**config.mk**
```make
export PLATFORM = sky130hd
export DESIGN_NAME = otp_prom_host
export DESIGN_NICKNAME = d
export VERILOG_FILES = /design/src/rtl/otp_host_pkg.sv /design/src/rtl/wait_timer.sv /design/src/rtl/otp_prom_host.sv
export VERILOG_INCLUDE_DIRS = /design/src /design/src/rtl
export SDC_FILE = /design/constraint.sdc
export NUM_CORES = 1
export LEC_CHECK = 0
export ABC_AREA = 1
export BUFFER_PORTS_ARGS = -buffer_cell sky130_fd_sc_hd__buf_2
export CORE_MARGIN = 2
export CORE_UTILIZATION = 56
export CTS_CLUSTER_SIZE = 16
export DETAILED_ROUTE_END_ITERATION = 8
export MAX_ROUTING_LAYER = met4
export PLACE_DENSITY = 0.83
export SYNTH_ARGS = -nofsm -noshare
export SYNTH_HDL_FRONTEND = slang
export SYNTH_SLANG_ARGS = --single-unit
```
**constraint.sdc**
```tcl
create_clock -name REF_CLK -period 2.6 [get_ports REF_CLK]
set_input_delay 0.13 -clock REF_CLK [delete_from_list [all_inputs] [get_ports REF_CLK]]
set_output_delay 0.13 -clock REF_CLK [all_outputs]
set_load 0.02 [all_outputs]
```
**src/rtl/otp_host_regs.svh**
```systemverilog
// Timing and field constants for the one-time PROM programming host
`ifndef OTP_HOST_REGS_SVH
`define OTP_HOST_REGS_SVH

`define CLK_PERIOD_NS 20

// Address, data, select and supply setup and hold times are all 1 us minimum
`define SETUP_NS 1000
`define SETUP_CYC ((`SETUP_NS + `CLK_PERIOD_NS - 1) / `CLK_PERIOD_NS)

// Nominal program pulse; the window is 95 to 105 us
`define PULSE_NS 100000
`define PULSE_CYC (`PULSE_NS / `CLK_PERIOD_NS)

// Slowest speed grade access time, also covers the verify gate delay
`define ACCESS_NS 250
`define ACCESS_CYC ((`ACCESS_NS + `CLK_PERIOD_NS - 1) / `CLK_PERIOD_NS)

// Output float after gate or select goes high
`define FLOAT_NS 60
`define FLOAT_CYC ((`FLOAT_NS + `CLK_PERIOD_NS - 1) / `CLK_PERIOD_NS)

`define MAX_PULSES 25
`define ERASED_BYTE 8'hff
`define BYTE_W 8

`endif

```
**src/rtl/otp_host_pkg.sv**
```systemverilog
// Types shared by the PROM programming host
package otp_host_pkg;

   typedef enum logic [4:0] {
      S_IDLE,
      S_RD_TOGGLE,
      S_RD_ADDR,
      S_RD_GATE,
      S_RD_END,
      S_PG_FETCH,
      S_PG_SUPPLY,
      S_PG_ARM,
      S_PG_SETUP,
      S_PG_PULSE,
      S_PG_HOLD,
      S_PG_VSEL,
      S_PG_VREAD,
      S_PG_VFLOAT,
      S_PG_VNEXT,
      S_PG_NEXT,
      S_PG_DOWN,
      S_PG_END
   } ctl_state_t;

endpackage

```
**src/rtl/wait_timer.sv**
```systemverilog
// Reloadable down-counter timing every pin phase of the host
`timescale 1ns/10ps
module wait_timer #(
   parameter int W = 16
) (
   // Clock and reset
   input wire logic clk,
   input wire logic rst_n,
   // Load a wait of load_val cycles
   input wire logic load,
   input wire logic [W-1:0] load_val,
   // High once the loaded wait has run out
   output logic expired
);

   typedef struct packed {
      logic [W-1:0] cnt;
   } tmr_t;

   tmr_t s_q;
   tmr_t s_d;

   if (W < 2) begin : g_bad_width
      $error("wait_timer needs at least two counter bits");
   end

   always_comb begin
      s_d = s_q;
      if (load) begin
         // Minus one so the phase lasts exactly load_val cycles
         s_d.cnt = load_val - W'(1);
      end else if (s_q.cnt != '0) begin
         s_d.cnt = s_q.cnt - W'(1);
      end
   end

   always_ff @(posedge clk or negedge rst_n) begin
      if (!rst_n) begin
         s_q <= '0;
      end else begin
         s_q <= s_d;
      end
   end

   assign expired = (s_q.cnt == '0);

endmodule

```
**src/rtl/otp_prom_host.sv**
```systemverilog
// Host controller that reads and programs one-time PROMs through their pins
//
// Summary of operation
// RQ1: Device drives data only when selected, gated, unstrobed
// RQ2: Six modes follow from select, gate, strobe, supply
// RQ3: Program strobe stays high except during pulses
// RQ4: Read data valid gate delay after gate falls
// RQ5: After supply dip, change address before reading; an id read after a dip keeps its address
// RQ6: Select high puts device in standby, outputs float
// RQ7: Gate or select high floats the data pins
// RQ8: Decode select per device, gate shared by all
// RQ9: Blank cells read one; only zeros get programmed
// RQ10: Programmed zeros never return to one
// RQ11: Program only with high supply, gate high, selected
// RQ12: Raise both supplies for programming, lower afterwards
// RQ13: Present the whole byte in parallel while programming
// RQ14: One low strobe pulse per address, data stable; the code gives an address up to 25 pulses
// RQ15: Repeat 100 us pulses until verify, at most 25
// RQ16: Each pulse lasts 95 to 105 us
// RQ17: Never hold the strobe low as a level
// RQ18: Shared strobe programs all devices with same data
// RQ19: Verify read back while supply stays raised
// RQ20: Select high inhibits a device sharing the strobe
// RQ21: Raised id line reads maker or device code
// RQ22: Flag failure and stop at pulse limit
// RQ23: Step addresses in order, skip all-ones bytes
`timescale 1ns/10ps
`include "otp_host_regs.svh"
module otp_prom_host #(
   parameter int ADDR_W = 13,
   parameter int NUM_DEV = 4,
   parameter int PULSE_CYCLES = `PULSE_CYC
) (
   // Clock and reset
   input wire logic REF_CLK,
   input wire logic RST_N,
   // Commands
   input wire logic CMD_READ,
   input wire logic CMD_ID,
   input wire logic CMD_PROG,
   input wire logic [ADDR_W-1:0] CMD_ADDR,
   input wire logic [ADDR_W-1:0] CMD_END_ADDR,
   input wire logic [((NUM_DEV > 1) ? $clog2(NUM_DEV) : 1)-1:0] CMD_DEV,
   input wire logic [NUM_DEV-1:0] CMD_DEV_MASK,
   input wire logic VCC_DIP,
   // Status and read result
   output logic BUSY,
   output logic DONE,
   output logic FAIL,
   output logic [NUM_DEV-1:0] FAIL_MASK,
   output logic [`BYTE_W-1:0] RD_DATA,
   // Image fetch
   output logic FETCH_REQ,
   output logic [ADDR_W-1:0] FETCH_ADDR,
   input wire logic FETCH_VALID,
   input wire logic [`BYTE_W-1:0] FETCH_DATA,
   // PROM pins
   output logic [ADDR_W-1:0] WORD_SELECT_LINES,
   output logic [NUM_DEV-1:0] CHIP_SEL_N,
   output logic OUTPUT_GATE_N,
   output logic PROGRAM_STROBE_N,
   input wire logic [`BYTE_W-1:0] BYTE_LINES_I,
   output logic [`BYTE_W-1:0] BYTE_LINES_O,
   output logic BYTE_LINES_OE,
   // Supply and id line level requests
   output logic VPP_PROG_LEVEL,
   output logic VCC_PROG_LEVEL,
   output logic ID_SELECT_LINE_HV
);

   localparam int DEV_W = (NUM_DEV > 1) ? $clog2(NUM_DEV) : 1;
   localparam int TW = 16;
   localparam int DOWN_WAIT = 2;
   localparam logic [TW-1:0] T_SET = TW'(`SETUP_CYC);
   localparam logic [TW-1:0] T_ACC = TW'(`ACCESS_CYC);
   localparam logic [TW-1:0] T_FLT = TW'(`FLOAT_CYC);
   localparam logic [TW-1:0] T_PULSE = TW'(PULSE_CYCLES);

   if (NUM_DEV < 1 || NUM_DEV > 8 || ADDR_W < 2 || ADDR_W > 16) begin : g_bad_shape
      $error("otp_prom_host: unsupported device count or address width");
   end
   if (PULSE_CYCLES < 1 || PULSE_CYCLES >= (1 << TW)) begin : g_bad_pulse
      $error("otp_prom_host: pulse length does not fit the timer");
   end

   typedef struct packed {
      otp_host_pkg::ctl_state_t st;
      logic [ADDR_W-1:0] addr;
      logic [ADDR_W-1:0] last;
      logic [`BYTE_W-1:0] want;
      logic [4:0] pulses;
      logic [DEV_W-1:0] dev;
      logic [NUM_DEV-1:0] mask;
      logic [NUM_DEV-1:0] pend;
      logic [NUM_DEV-1:0] failm;
      logic dip;
      logic [NUM_DEV-1:0] ce_n;
      logic oe_n;
      logic pgm_n;
      logic [ADDR_W-1:0] a;
      logic [`BYTE_W-1:0] dq_o;
      logic dq_oe;
      logic vpp;
      logic vcc;
      logic idhv;
      logic busy;
      logic done;
      logic fail;
      logic freq;
      logic [`BYTE_W-1:0] rdata;
      logic [TW-1:0] lowc;
   } ctl_t;

   ctl_t s_q;
   ctl_t s_d;
   logic tload;
   logic [TW-1:0] tval;
   logic t_exp;

   // Only the addressed device sees select low
   function automatic logic [NUM_DEV-1:0] sel_n(input logic [DEV_W-1:0] idx);
      logic [NUM_DEV-1:0] v;
      v = '1;
      v[idx] = 1'b0;
      return v;
   endfunction

   wait_timer #(
      .W(TW)
   ) u_timer (
      .clk(REF_CLK),
      .rst_n(RST_N),
      .load(tload),
      .load_val(tval),
      .expired(t_exp)
   );

   always_comb begin
      s_d = s_q;
      s_d.done = 1'b0;
      tload = 1'b0;
      tval = '0;
      unique case (s_q.st)
         otp_host_pkg::S_IDLE: begin
            if (CMD_PROG) begin
               s_d.busy = 1'b1;
               s_d.fail = 1'b0;
               s_d.failm = '0;
               s_d.addr = CMD_ADDR;
               s_d.last = CMD_END_ADDR;
               s_d.mask = CMD_DEV_MASK; // [RQ18]
               s_d.pend = CMD_DEV_MASK;
               s_d.freq = 1'b1;
               s_d.st = otp_host_pkg::S_PG_FETCH;
            end else if (CMD_READ || CMD_ID) begin
               s_d.busy = 1'b1;
               s_d.fail = 1'b0;
               s_d.addr = CMD_ADDR;
               s_d.ce_n = sel_n(CMD_DEV); // [RQ8] [RQ6]
               s_d.oe_n = 1'b1;
               s_d.idhv = CMD_ID; // [RQ21]
               tload = 1'b1;
               if (CMD_ID) begin
                  // Code select uses the lowest line alone
                  s_d.a = ADDR_W'(CMD_ADDR[0]); // [RQ21]
                  tval = T_SET;
                  s_d.st = otp_host_pkg::S_RD_ADDR;
               end else if (s_q.dip) begin
                  // Sense amps need an address change after a dip
                  s_d.a = CMD_ADDR ^ ADDR_W'(1); // [RQ5]
                  s_d.dip = 1'b0;
                  tval = T_ACC;
                  s_d.st = otp_host_pkg::S_RD_TOGGLE;
               end else begin
                  s_d.a = CMD_ADDR;
                  tval = T_ACC;
                  s_d.st = otp_host_pkg::S_RD_ADDR;
               end
            end
         end
         otp_host_pkg::S_RD_TOGGLE: begin
            if (t_exp) begin
               s_d.a = s_q.addr; // [RQ5]
               tload = 1'b1;
               tval = T_ACC;
               s_d.st = otp_host_pkg::S_RD_ADDR;
            end
         end
         otp_host_pkg::S_RD_ADDR: begin
            if (t_exp) begin
               s_d.oe_n = 1'b0; // [RQ1]
               tload = 1'b1;
               tval = T_ACC;
               s_d.st = otp_host_pkg::S_RD_GATE;
            end
         end
         otp_host_pkg::S_RD_GATE: begin
            if (t_exp) begin
               s_d.rdata = BYTE_LINES_I; // [RQ4]
               s_d.oe_n = 1'b1; // [RQ7]
               s_d.ce_n = '1;
               s_d.idhv = 1'b0;
               tload = 1'b1;
               tval = T_FLT;
               s_d.st = otp_host_pkg::S_RD_END;
            end
         end
         otp_host_pkg::S_RD_END: begin
            if (t_exp) begin
               s_d.busy = 1'b0;
               s_d.done = 1'b1;
               s_d.st = otp_host_pkg::S_IDLE;
            end
         end
         otp_host_pkg::S_PG_FETCH: begin
            if (FETCH_VALID) begin
               s_d.freq = 1'b0;
               s_d.want = FETCH_DATA;
               s_d.pulses = '0;
               if (FETCH_DATA == `ERASED_BYTE) begin
                  // Blank cells already read as ones
                  s_d.st = otp_host_pkg::S_PG_NEXT; // [RQ23] [RQ9]
               end else if (!s_q.vpp) begin
                  s_d.vcc = 1'b1; // [RQ12]
                  s_d.vpp = 1'b1;
                  tload = 1'b1;
                  tval = T_SET;
                  s_d.st = otp_host_pkg::S_PG_SUPPLY;
               end else begin
                  s_d.st = otp_host_pkg::S_PG_ARM;
               end
            end
         end
         otp_host_pkg::S_PG_SUPPLY: begin
            if (t_exp) begin
               s_d.st = otp_host_pkg::S_PG_ARM;
            end
         end
         otp_host_pkg::S_PG_ARM: begin
            s_d.a = s_q.addr;
            s_d.ce_n = ~s_q.pend; // [RQ20] [RQ11]
            s_d.oe_n = 1'b1; // [RQ11]
            s_d.dq_o = s_q.want; // [RQ13]
            s_d.dq_oe = 1'b1;
            tload = 1'b1;
            tval = T_SET;
            s_d.st = otp_host_pkg::S_PG_SETUP;
         end
         otp_host_pkg::S_PG_SETUP: begin
            if (t_exp) begin
               s_d.pgm_n = 1'b0; // [RQ14] [RQ18]
               s_d.pulses = s_q.pulses + 5'd1;
               tload = 1'b1;
               tval = T_PULSE; // [RQ16]
               s_d.st = otp_host_pkg::S_PG_PULSE;
            end
         end
         otp_host_pkg::S_PG_PULSE: begin
            if (t_exp) begin
               s_d.pgm_n = 1'b1; // [RQ17] [RQ3]
               tload = 1'b1;
               tval = T_SET;
               s_d.st = otp_host_pkg::S_PG_HOLD;
            end
         end
         otp_host_pkg::S_PG_HOLD: begin
            if (t_exp) begin
               s_d.dq_oe = 1'b0;
               s_d.ce_n = '1;
               s_d.dev = '0;
               s_d.st = otp_host_pkg::S_PG_VSEL;
            end
         end
         otp_host_pkg::S_PG_VSEL: begin
            if (s_q.pend[s_q.dev]) begin
               // Supplies stay raised through verify
               s_d.ce_n = sel_n(s_q.dev); // [RQ19] [RQ2]
               s_d.oe_n = 1'b0;
               tload = 1'b1;
               tval = T_ACC;
               s_d.st = otp_host_pkg::S_PG_VREAD;
            end else begin
               s_d.st = otp_host_pkg::S_PG_VNEXT;
            end
         end
         otp_host_pkg::S_PG_VREAD: begin
            if (t_exp) begin
               if (BYTE_LINES_I == s_q.want) begin
                  s_d.pend[s_q.dev] = 1'b0; // [RQ15]
               end
               s_d.oe_n = 1'b1;
               s_d.ce_n = '1;
               tload = 1'b1;
               tval = T_FLT;
               s_d.st = otp_host_pkg::S_PG_VFLOAT;
            end
         end
         otp_host_pkg::S_PG_VFLOAT: begin
            if (t_exp) begin
               s_d.st = otp_host_pkg::S_PG_VNEXT;
            end
         end
         otp_host_pkg::S_PG_VNEXT: begin
            if (s_q.dev != DEV_W'(NUM_DEV - 1)) begin
               s_d.dev = s_q.dev + DEV_W'(1);
               s_d.st = otp_host_pkg::S_PG_VSEL;
            end else if (s_q.pend == '0) begin
               s_d.st = otp_host_pkg::S_PG_NEXT;
            end else if (s_q.pulses == 5'(`MAX_PULSES)) begin
               // A zero can never be undone, so retrying is pointless
               s_d.failm = s_q.pend; // [RQ22] [RQ10]
               s_d.fail = 1'b1;
               s_d.st = otp_host_pkg::S_PG_DOWN;
            end else begin
               s_d.st = otp_host_pkg::S_PG_ARM; // [RQ15]
            end
         end
         otp_host_pkg::S_PG_NEXT: begin
            if (s_q.addr == s_q.last) begin
               s_d.st = otp_host_pkg::S_PG_DOWN;
            end else begin
               s_d.addr = s_q.addr + ADDR_W'(1); // [RQ23]
               s_d.pend = s_q.mask;
               s_d.freq = 1'b1;
               s_d.st = otp_host_pkg::S_PG_FETCH;
            end
         end
         otp_host_pkg::S_PG_DOWN: begin
            s_d.ce_n = '1;
            s_d.oe_n = 1'b1;
            s_d.dq_oe = 1'b0;
            s_d.vpp = 1'b0; // [RQ12]
            s_d.vcc = 1'b0;
            tload = 1'b1;
            tval = T_SET;
            s_d.st = otp_host_pkg::S_PG_END;
         end
         otp_host_pkg::S_PG_END: begin
            if (t_exp) begin
               s_d.busy = 1'b0;
               s_d.done = 1'b1;
               s_d.st = otp_host_pkg::S_IDLE;
            end
         end
         default: begin
            s_d.st = otp_host_pkg::S_PG_DOWN;
         end
      endcase
      // A dip in the same cycle as the clear is kept
      s_d.dip = s_d.dip | VCC_DIP; // [RQ5]
      s_d.lowc = s_q.pgm_n ? '0 : s_q.lowc + TW'(1);
   end

   always_ff @(posedge REF_CLK or negedge RST_N) begin
      if (!RST_N) begin
         s_q <= '{st: otp_host_pkg::S_IDLE, ce_n: '1, oe_n: 1'b1, pgm_n: 1'b1,
                  default: '0};
      end else begin
         s_q <= s_d;
      end
   end

   assign BUSY = s_q.busy;
   assign DONE = s_q.done;
   assign FAIL = s_q.fail;
   assign FAIL_MASK = s_q.failm;
   assign RD_DATA = s_q.rdata;
   assign FETCH_REQ = s_q.freq;
   assign FETCH_ADDR = s_q.addr;
   assign WORD_SELECT_LINES = s_q.a;
   assign CHIP_SEL_N = s_q.ce_n;
   assign OUTPUT_GATE_N = s_q.oe_n;
   assign PROGRAM_STROBE_N = s_q.pgm_n;
   assign BYTE_LINES_O = s_q.dq_o;
   assign BYTE_LINES_OE = s_q.dq_oe;
   assign VPP_PROG_LEVEL = s_q.vpp;
   assign VCC_PROG_LEVEL = s_q.vcc;
   assign ID_SELECT_LINE_HV = s_q.idhv;

   a_strobe_idle_high: assert property (@(posedge REF_CLK) disable iff (!RST_N) // [RQ3]
      !s_q.busy |-> s_q.pgm_n)
      else $error("program strobe low while idle");

   a_pulse_exact_width: assert property (@(posedge REF_CLK) disable iff (!RST_N) // [RQ16]
      $rose(s_q.pgm_n) |-> s_q.lowc == T_PULSE)
      else $error("program pulse width wrong");

   a_pulse_supplies: assert property (@(posedge REF_CLK) disable iff (!RST_N) // [RQ11]
      !s_q.pgm_n |-> s_q.vpp && s_q.vcc && s_q.oe_n && (s_q.ce_n != '1))
      else $error("pulse without programming conditions");

   a_pulse_data_held: assert property (@(posedge REF_CLK) disable iff (!RST_N) // [RQ13]
      $fell(s_q.pgm_n) |-> s_q.dq_oe && s_q.dq_o == s_q.want && $stable(s_q.a)
      ##1 (s_q.dq_oe && $stable(s_q.dq_o)))
      else $error("data not stable around pulse");

   a_pulse_limit: assert property (@(posedge REF_CLK) disable iff (!RST_N) // [RQ15]
      s_q.pulses <= 5'(`MAX_PULSES))
      else $error("pulse count above limit");

   a_no_contention: assert property (@(posedge REF_CLK) disable iff (!RST_N) // [RQ7]
      s_q.dq_oe |-> s_q.oe_n)
      else $error("host drives data while gate low");

   a_one_selected: assert property (@(posedge REF_CLK) disable iff (!RST_N) // [RQ8]
      !s_q.oe_n |-> $onehot(~s_q.ce_n))
      else $error("read with not exactly one select low");

   a_skip_erased: assert property (@(posedge REF_CLK) disable iff (!RST_N) // [RQ23]
      (s_q.st == otp_host_pkg::S_PG_FETCH && FETCH_VALID && FETCH_DATA == `ERASED_BYTE)
      |=> s_q.st == otp_host_pkg::S_PG_NEXT ##1 s_q.pgm_n)
      else $error("all-ones byte not skipped");

   a_fail_stops: assert property (@(posedge REF_CLK) disable iff (!RST_N) // [RQ22]
      $rose(s_q.fail) |-> ##[1:DOWN_WAIT] (!s_q.vpp && !s_q.vcc))
      else $error("supplies not lowered after failure");

endmodule

```
---- Word level (Yosys, flattened, before mapping) ----
Index checks and enable logic that the tools add are counted.
word-level totals
  register bits after elaboration ......... 118
  bits in latches ......................... 0
  bits in writable memories ............... 0
  output and inout bits ................... 60
  word-level logic and storage cells ...... 242
  memory bits (read-only) ................. 0
  memories ................................ 0
operators by class
  reductions and logical operators ........ 47
  shifts and indexed selects .............. 0
  bitwise logic cells ..................... 6
  $add $sub $neg .......................... 5
  magnitude comparators ................... 4
  multipliers ............................. 0
  multiplexer cells ....................... 108
  div/mod/pow operators ................... 0
  eq/ne operators ......................... 47
operators with widths
  kind                                                count
  one-hot mux 13 bit (8 select lines)                 1
  two-way mux 5 bit                                   20
  one-hot mux 5 bit (17 select lines)                 1
  two-way mux 13 bit                                  6
  two-way mux 6 bit                                   9
  inequality test 2 bit, second input constant        23
  == test 5 x 4 -> 1 bit, second input constant       8
  one-hot mux 13 bit (3 select lines)                 1
  two-way mux 18 bit                                  2
  two-way mux 4 bit                                   9
  two-way mux 16 bit                                  2
  two-way mux 1 bit                                   28
  one-hot mux 13 bit (2 select lines)                 1
  one-hot mux 4 bit (6 select lines)                  1
  == test 5 x 3 -> 1 bit, second input constant       4
  two-way mux 2 bit                                   10
  AND reduction 3 bit                                 6
  nonzero test 2 bit                                  9
  zero test 16 bit                                    1
  AND reduction 4 bit                                 4
  nonzero test 16 bit                                 1
  subtractor 16 x 1 -> 16 bit, second input constant  1
  == test 5 bit, second input constant                3
  AND reduction 5 bit                                 3
  other kinds (39)                                    63

---- Logic depth before layout (Yosys ltp) ----
  depth in word-level cells ............... 9
  gate-level depth with buffers ........... 15
  depth with buffers taken out ............ 15

---- By module ----
From an unflattened synthesis, not the netlist that was laid out.
second synthesis, totals
  cells, all modules ...................... 1067
  area total of the unflattened synthesis .. 7568.5 sq um
by module, submodules not included
  module         instances  area each (sq um)  cells an instance
  otp_prom_host  1          6273.5             880
  wait_timer     1          1295.0             187

---- Worst setup path after synthesis ----
Ideal clock, no wire load.
  path type ............................... register to register
  from .................................... register s_q[116] (netlist bit)
  to ...................................... register u_timer.s_q[12] (netlist bit)
  library setup time ...................... 0.077 ns
  required time ........................... 2.523 ns
  arrival time ............................ 1.841 ns
  period minus slack after synthesis ...... 1.919 ns
  path buffers ............................ 1
  cell stages (with the launch flop) ...... 14
  path slack .............................. 0.681 ns
  cell sequence ........................... dfrtp_1 -> buf_4 -> nand2_2 -> inv_1 -> nand2_1 -> nor2_4 -> nor2_4 -> inv_1 -> a21oi_1 -> ha_1 -> nand4_1 -> o21ai_0 -> nand2_1 -> a21oi_1
between the ends
  word-level cells in the longest chain between the ends .. 5
  elaborated cells between the ends (all ways) .. 20
  classes of those cells .................. 1 x add/sub; 10 x eq/ne; 3 x mux; 6 x reduce/logical
RTL lines
  what                                         line                  text
  start: declaration                           otp_prom_host.sv:114  ctl_t s_q;
  start signal: assignment                     otp_prom_host.sv:356  s_q <= '{st: otp_host_pkg::S_IDLE, ce_n: '1, oe_n: 1'b1, pgm_n: 1'b1,
  == test 5 bit, or another cell as far along  otp_prom_host.sv:143  unique case (s_q.st)
  OR reduction 2 bit (no line)                 -
  one-hot mux 13 bit (8 select lines)          otp_prom_host.sv:143
  subtractor 13 x 1 -> 14 bit                  wait_timer.sv:31      s_d.cnt = load_val - W'(1);
  two-way mux 16 bit                           wait_timer.sv:29      if (load) begin
  end signal: assignment                       wait_timer.sv:39      s_q <= '0;
  end signal: assignment                       wait_timer.sv:41      s_q <= s_d;
  end: declaration                             wait_timer.sv:20      tmr_t s_q;
Several ways; a longest one is shown, not always the timed one.
A chain may end at the register's enable or synchronous reset.

---- Worst setup path after layout ----
  from .................................... register s_q[113] (netlist bit)
  to ...................................... register u_timer.s_q[12] (netlist bit)
The elaborated chain is that of the path after synthesis.

==> key figures <==
Status
  – Status: finished clean

Layout
  – Fraction of layout cells with a size suffix above 1: 22.4%
  – Final Cell Area: 8530 um^2
  – # nets final: 1096
  – N_diodes: 0
  – Layout Area Growth over Synthesis: 17.2%
  – Finished Layout Cells: 1216
  – # fillers: 1050

Synth
  – Synth async-reset ratio: 100%
  – Syn_nets: 990
  – Synthesized area: 7280 um^2
  – Yosys warns: 0
  – Top cell type's share of synthesized area: 38.5%
  – Syn Inst Count: 925
  – Avg Cell Area, Syn: 7.87 um^2
  – Yosys cell types: 49
  – Synth Flop Type: dfrtp_1
  – Commonest cells in the netlist: nand2_1, dfrtp_1, nor2_1, inv_1, o21ai_0
  – Count leader, synth: nand2_1
  – Area contributors post-synth: dfrtp_1, nand2_1, buf_4
  – Post-synthesis sequential area ratio: 40.7%
  – Seq cells post-synth: 118
  – Number of flops mapped to enable cells by yosys: 0
  – Leading area contributor after synthesis: dfrtp_1

STA
  – Final hold vios: 0
  – Relative slew slack: 55.6%
  – Max Clk Rate: 0.431 GHz
  – Final Setup Violations: 0
  – RSZ-0062 raised after global routing: false
  – Count of pins over their slew limit: 0
  – Skew final: 4.99 ps
  – Worst Max-Slew Pin Slew: 666 ps
  – Setup TNS: 0 ps
  – Fin crit period: 2320 ps
  – Final Hold Slack: 19.0 ps
  – Final Cycle Share: 89.1%

Worst setup path
  – CP top delay family: simple AND/OR/NAND/NOR gates
  – R2r endpoint: u_timer.s_q[12]$_DFFE_PN0P_
  – Worst Path Arrival: 2620 ps
  – Crit Path Category: reg2reg
  – Worst R2R Start: s_q[113]$_DFFE_PN0P_
  – CP bufs+invs: 0
  – Slowest CP cell: dfrtp_1
  – CP max stage delay: 490 ps
  – CP endpoint kind: flip-flop
  – Worst R2R Setup Slack: 280 ps
  – Worst EP required: 2900 ps
  – Setup crit start kind: flip-flop
  – Critical path peak fanout: 9
  – Critical-path cell list: nor2_1, nand3_4, nor3_1, nor2_1, nand2_1, a21oi_1, ha_1, nand4_1, o21ai_0, nand2_1, a21oi_1
  – Reg2reg path depth: 11

GRT
  – Vias in the first global route: 6392
  – Final global-route overflow total: 0
  – Gr usage total: 29.2%
  – Initial antenna violation count: 0
  – First-pass GRT wire length: 31.0 mm
  – Largest net degree at the start of global routing: 51

Floorplan
  – Initial Utilization: 57.4%
  – # IOs: 115
  – Die height: 118 um
  – Die area: 13900 um^2
  – DIE WIDTH: 118 um
  – Core ar.: 12700 um^2
  – Rows: 41

Pwr
  – Leak: 4.53 nW
  – Max VDD drop: 355 uV
  – Flop pwr share: 44.6%
  – NetSw: 0.967 mW
  – P_int: 3.16 mW
  – Clk network pwr share: 50.7%
  – Comb pwr share: 4.6%
  – Sw Share: 23.4%
  – PD cells: 484 nW/um^2

Drt
  – Vias/cell: 5.52
  – Drt pass-1 iters: 9
  – Metal2 WL: 9.08 mm
  – Final WL: 19.3 mm
  – WL met1: 8.16 mm
  – Initial DRC Count: 562
  – Remaining DRCs: 0
  – Met3 WL: 1.52 mm
  – Top Metal Used: met4
  – Antenna-violating nets left: 0
  – Wire per inst: 15.9 um
  – DR vias: 6714

Placement
  – DP Cell Count: 1152
  – Port bufs: 114
  – Area after DPL: 7670 um^2
  – Routability congestion estimate: 1.03
  – HPWL Detailed: 14.0 mm

Clock tree
  – CTS tree: done
  – Post-CTS setup buffers: 0
  – Clk sinks: 118
  – Clock latency at the later pin of the worst-skew pair: 420 ps
  – Deepest clock path buffer count: 2
  – CTS Buf Count: 17
  – Htree depth: 4
  – Root buffer cell: clkbuf_16
  – Worst-path clk slew: 60 ps

Worst hold path
  – HP Class: in2reg
  – Hold Crit Start: BYTE_LINES_I[0]
  – Min-Delay Endpoint: RD_DATA[0]$_DFFE_PN0P_
  – Hold path cells: 3

Flow run
  – Max Cap Viol: 0
[repair_timing]
action                                  in CTS  in global routing
hold buffers                                32                  0
endpoints found under the setup margin       0                  2
resized for setup                            0                  2
endpoints found under the hold margin       78                  0
[flip-flops by register name, summed over array words and instances, names as in the netlist, 4 cells and up]
name and cells:
BYTE_LINES_O 8, CHIP_SEL_N 4, FAIL_MASK 4, FETCH_ADDR 13
RD_DATA 8, WORD_SELECT_LINES 13, s_q 42, u_timer.s_q 16
[stage by stage]
step / util (%) / power [mW] / worst slack, ps
6_report: 67.3 / 4.13 / 282
5_1_grt: 67.3 / 4.27 / 6.54
4_1_cts: 67.2 / 4.14 / 235
3_5_place_dp: 60.6 / 2.03 / 255
3_3_place_gp: 60.6 / 2.03 / 273
2_1_floorplan: - / 1.92 / 681
[layout by cell type (no fill, tap or decap), types with 14 or more instances in the layout]
master / n
buf_2: 113
clkbuf_16: 17
nand3_1: 47
a21oi_1: 30
inv_1: 88
dfrtp_1: 111
o21ai_0: 62
nand2_1: 207
xnor2_1: 18
dlygate4sd3_1: 32
nor2_1: 96
nand4_1: 20
o21ai_1: 16
mux2_2: 14
xor2_1: 19
a31oi_1: 14
[metal layers]
metal / global-route usage (%) / up-vias
met1: 36.9 / 3137
li1: - / 3190
met5: - / -
met3: 5.47 / 54
met4: 12.6 / 0
met2: 45.9 / 333
[worst max-delay path by stage]
stage,startpoint,cells after the start,endpoint
final,s_q[113]$_DFFE_PN0P_,11,u_timer.s_q[12]$_DFFE_PN0P_
after global routing,s_q[113]$_DFFE_PN0P_,13,u_timer.s_q[12]$_DFFE_PN0P_
after CTS,s_q[116]$_DFFE_PN0P_,11,u_timer.s_q[12]$_DFFE_PN0P_
after detailed placement,s_q[116]$_DFFE_PN0P_,11,u_timer.s_q[12]$_DFFE_PN0P_
after global placement,s_q[116]$_DFFE_PN0P_,11,u_timer.s_q[12]$_DFFE_PN0P_
after floorplan,s_q[116]$_DFFE_PN0P_,13,u_timer.s_q[12]$_DFFE_PN0P_
[worst reg2reg max path, cell delays in order (launching register included)]
cell     delay [ps]
dfrtp_1         490
nor2_1          280
nand3_4         170
nor3_1          350
nor2_1           90
nand2_1         150
a21oi_1          60
ha_1            240
nand4_1         120
o21ai_0          90
nand2_1          90
a21oi_1          70
[cell type report]
| type | instances | area [um^2] | share of cell area [%] |
|---|---|---|---|
| Sequential cell | 118 | 2960 | 34.7 |
| Clock buffer | 20 | 447 | 5.24 |
| Tap cell | 172 | 215 | 2.52 |
| Clock inverter | 12 | 80.1 | 0.939 |
| Timing Repair Buffer | 159 | 1020 | 11.9 |
| Inverter | 99 | 372 | 4.36 |
| Multi-Input combinational cell | 636 | 3440 | 40.3 |
[power groups by stage]
| stage | clock [mW] | sequential [mW] | combinational, mW |
|---|---|---|---|
| final | 2.09 | 1.84 | 0.191 |
| after floorplan | 0 | 1.87 | 0.0437 |
| after global placement | 0 | 1.87 | 0.153 |
| after CTS | 2.11 | 1.84 | 0.191 |
| after global routing | 2.21 | 1.84 | 0.213 |
| after detailed placement | 0 | 1.87 | 0.154 |
[cells by family (layout without fill, tap and decap cells)]
family                     count (synthesis)  after routing  synth area share (%)
xor gates and xnor gates                  37             37                  4.45
and+or+nand+nor                          417            417                  25.8
buffers and inverters                    171            290                  12.2
muxes                                     18             18                  2.75
AOI/OAI and AO/OA                        154            154                  12.4
DFF                                      118            118                  40.7
adders and majority gates                 10             10                  1.72
No activity file was read; power rests on OpenSTA's default activity.
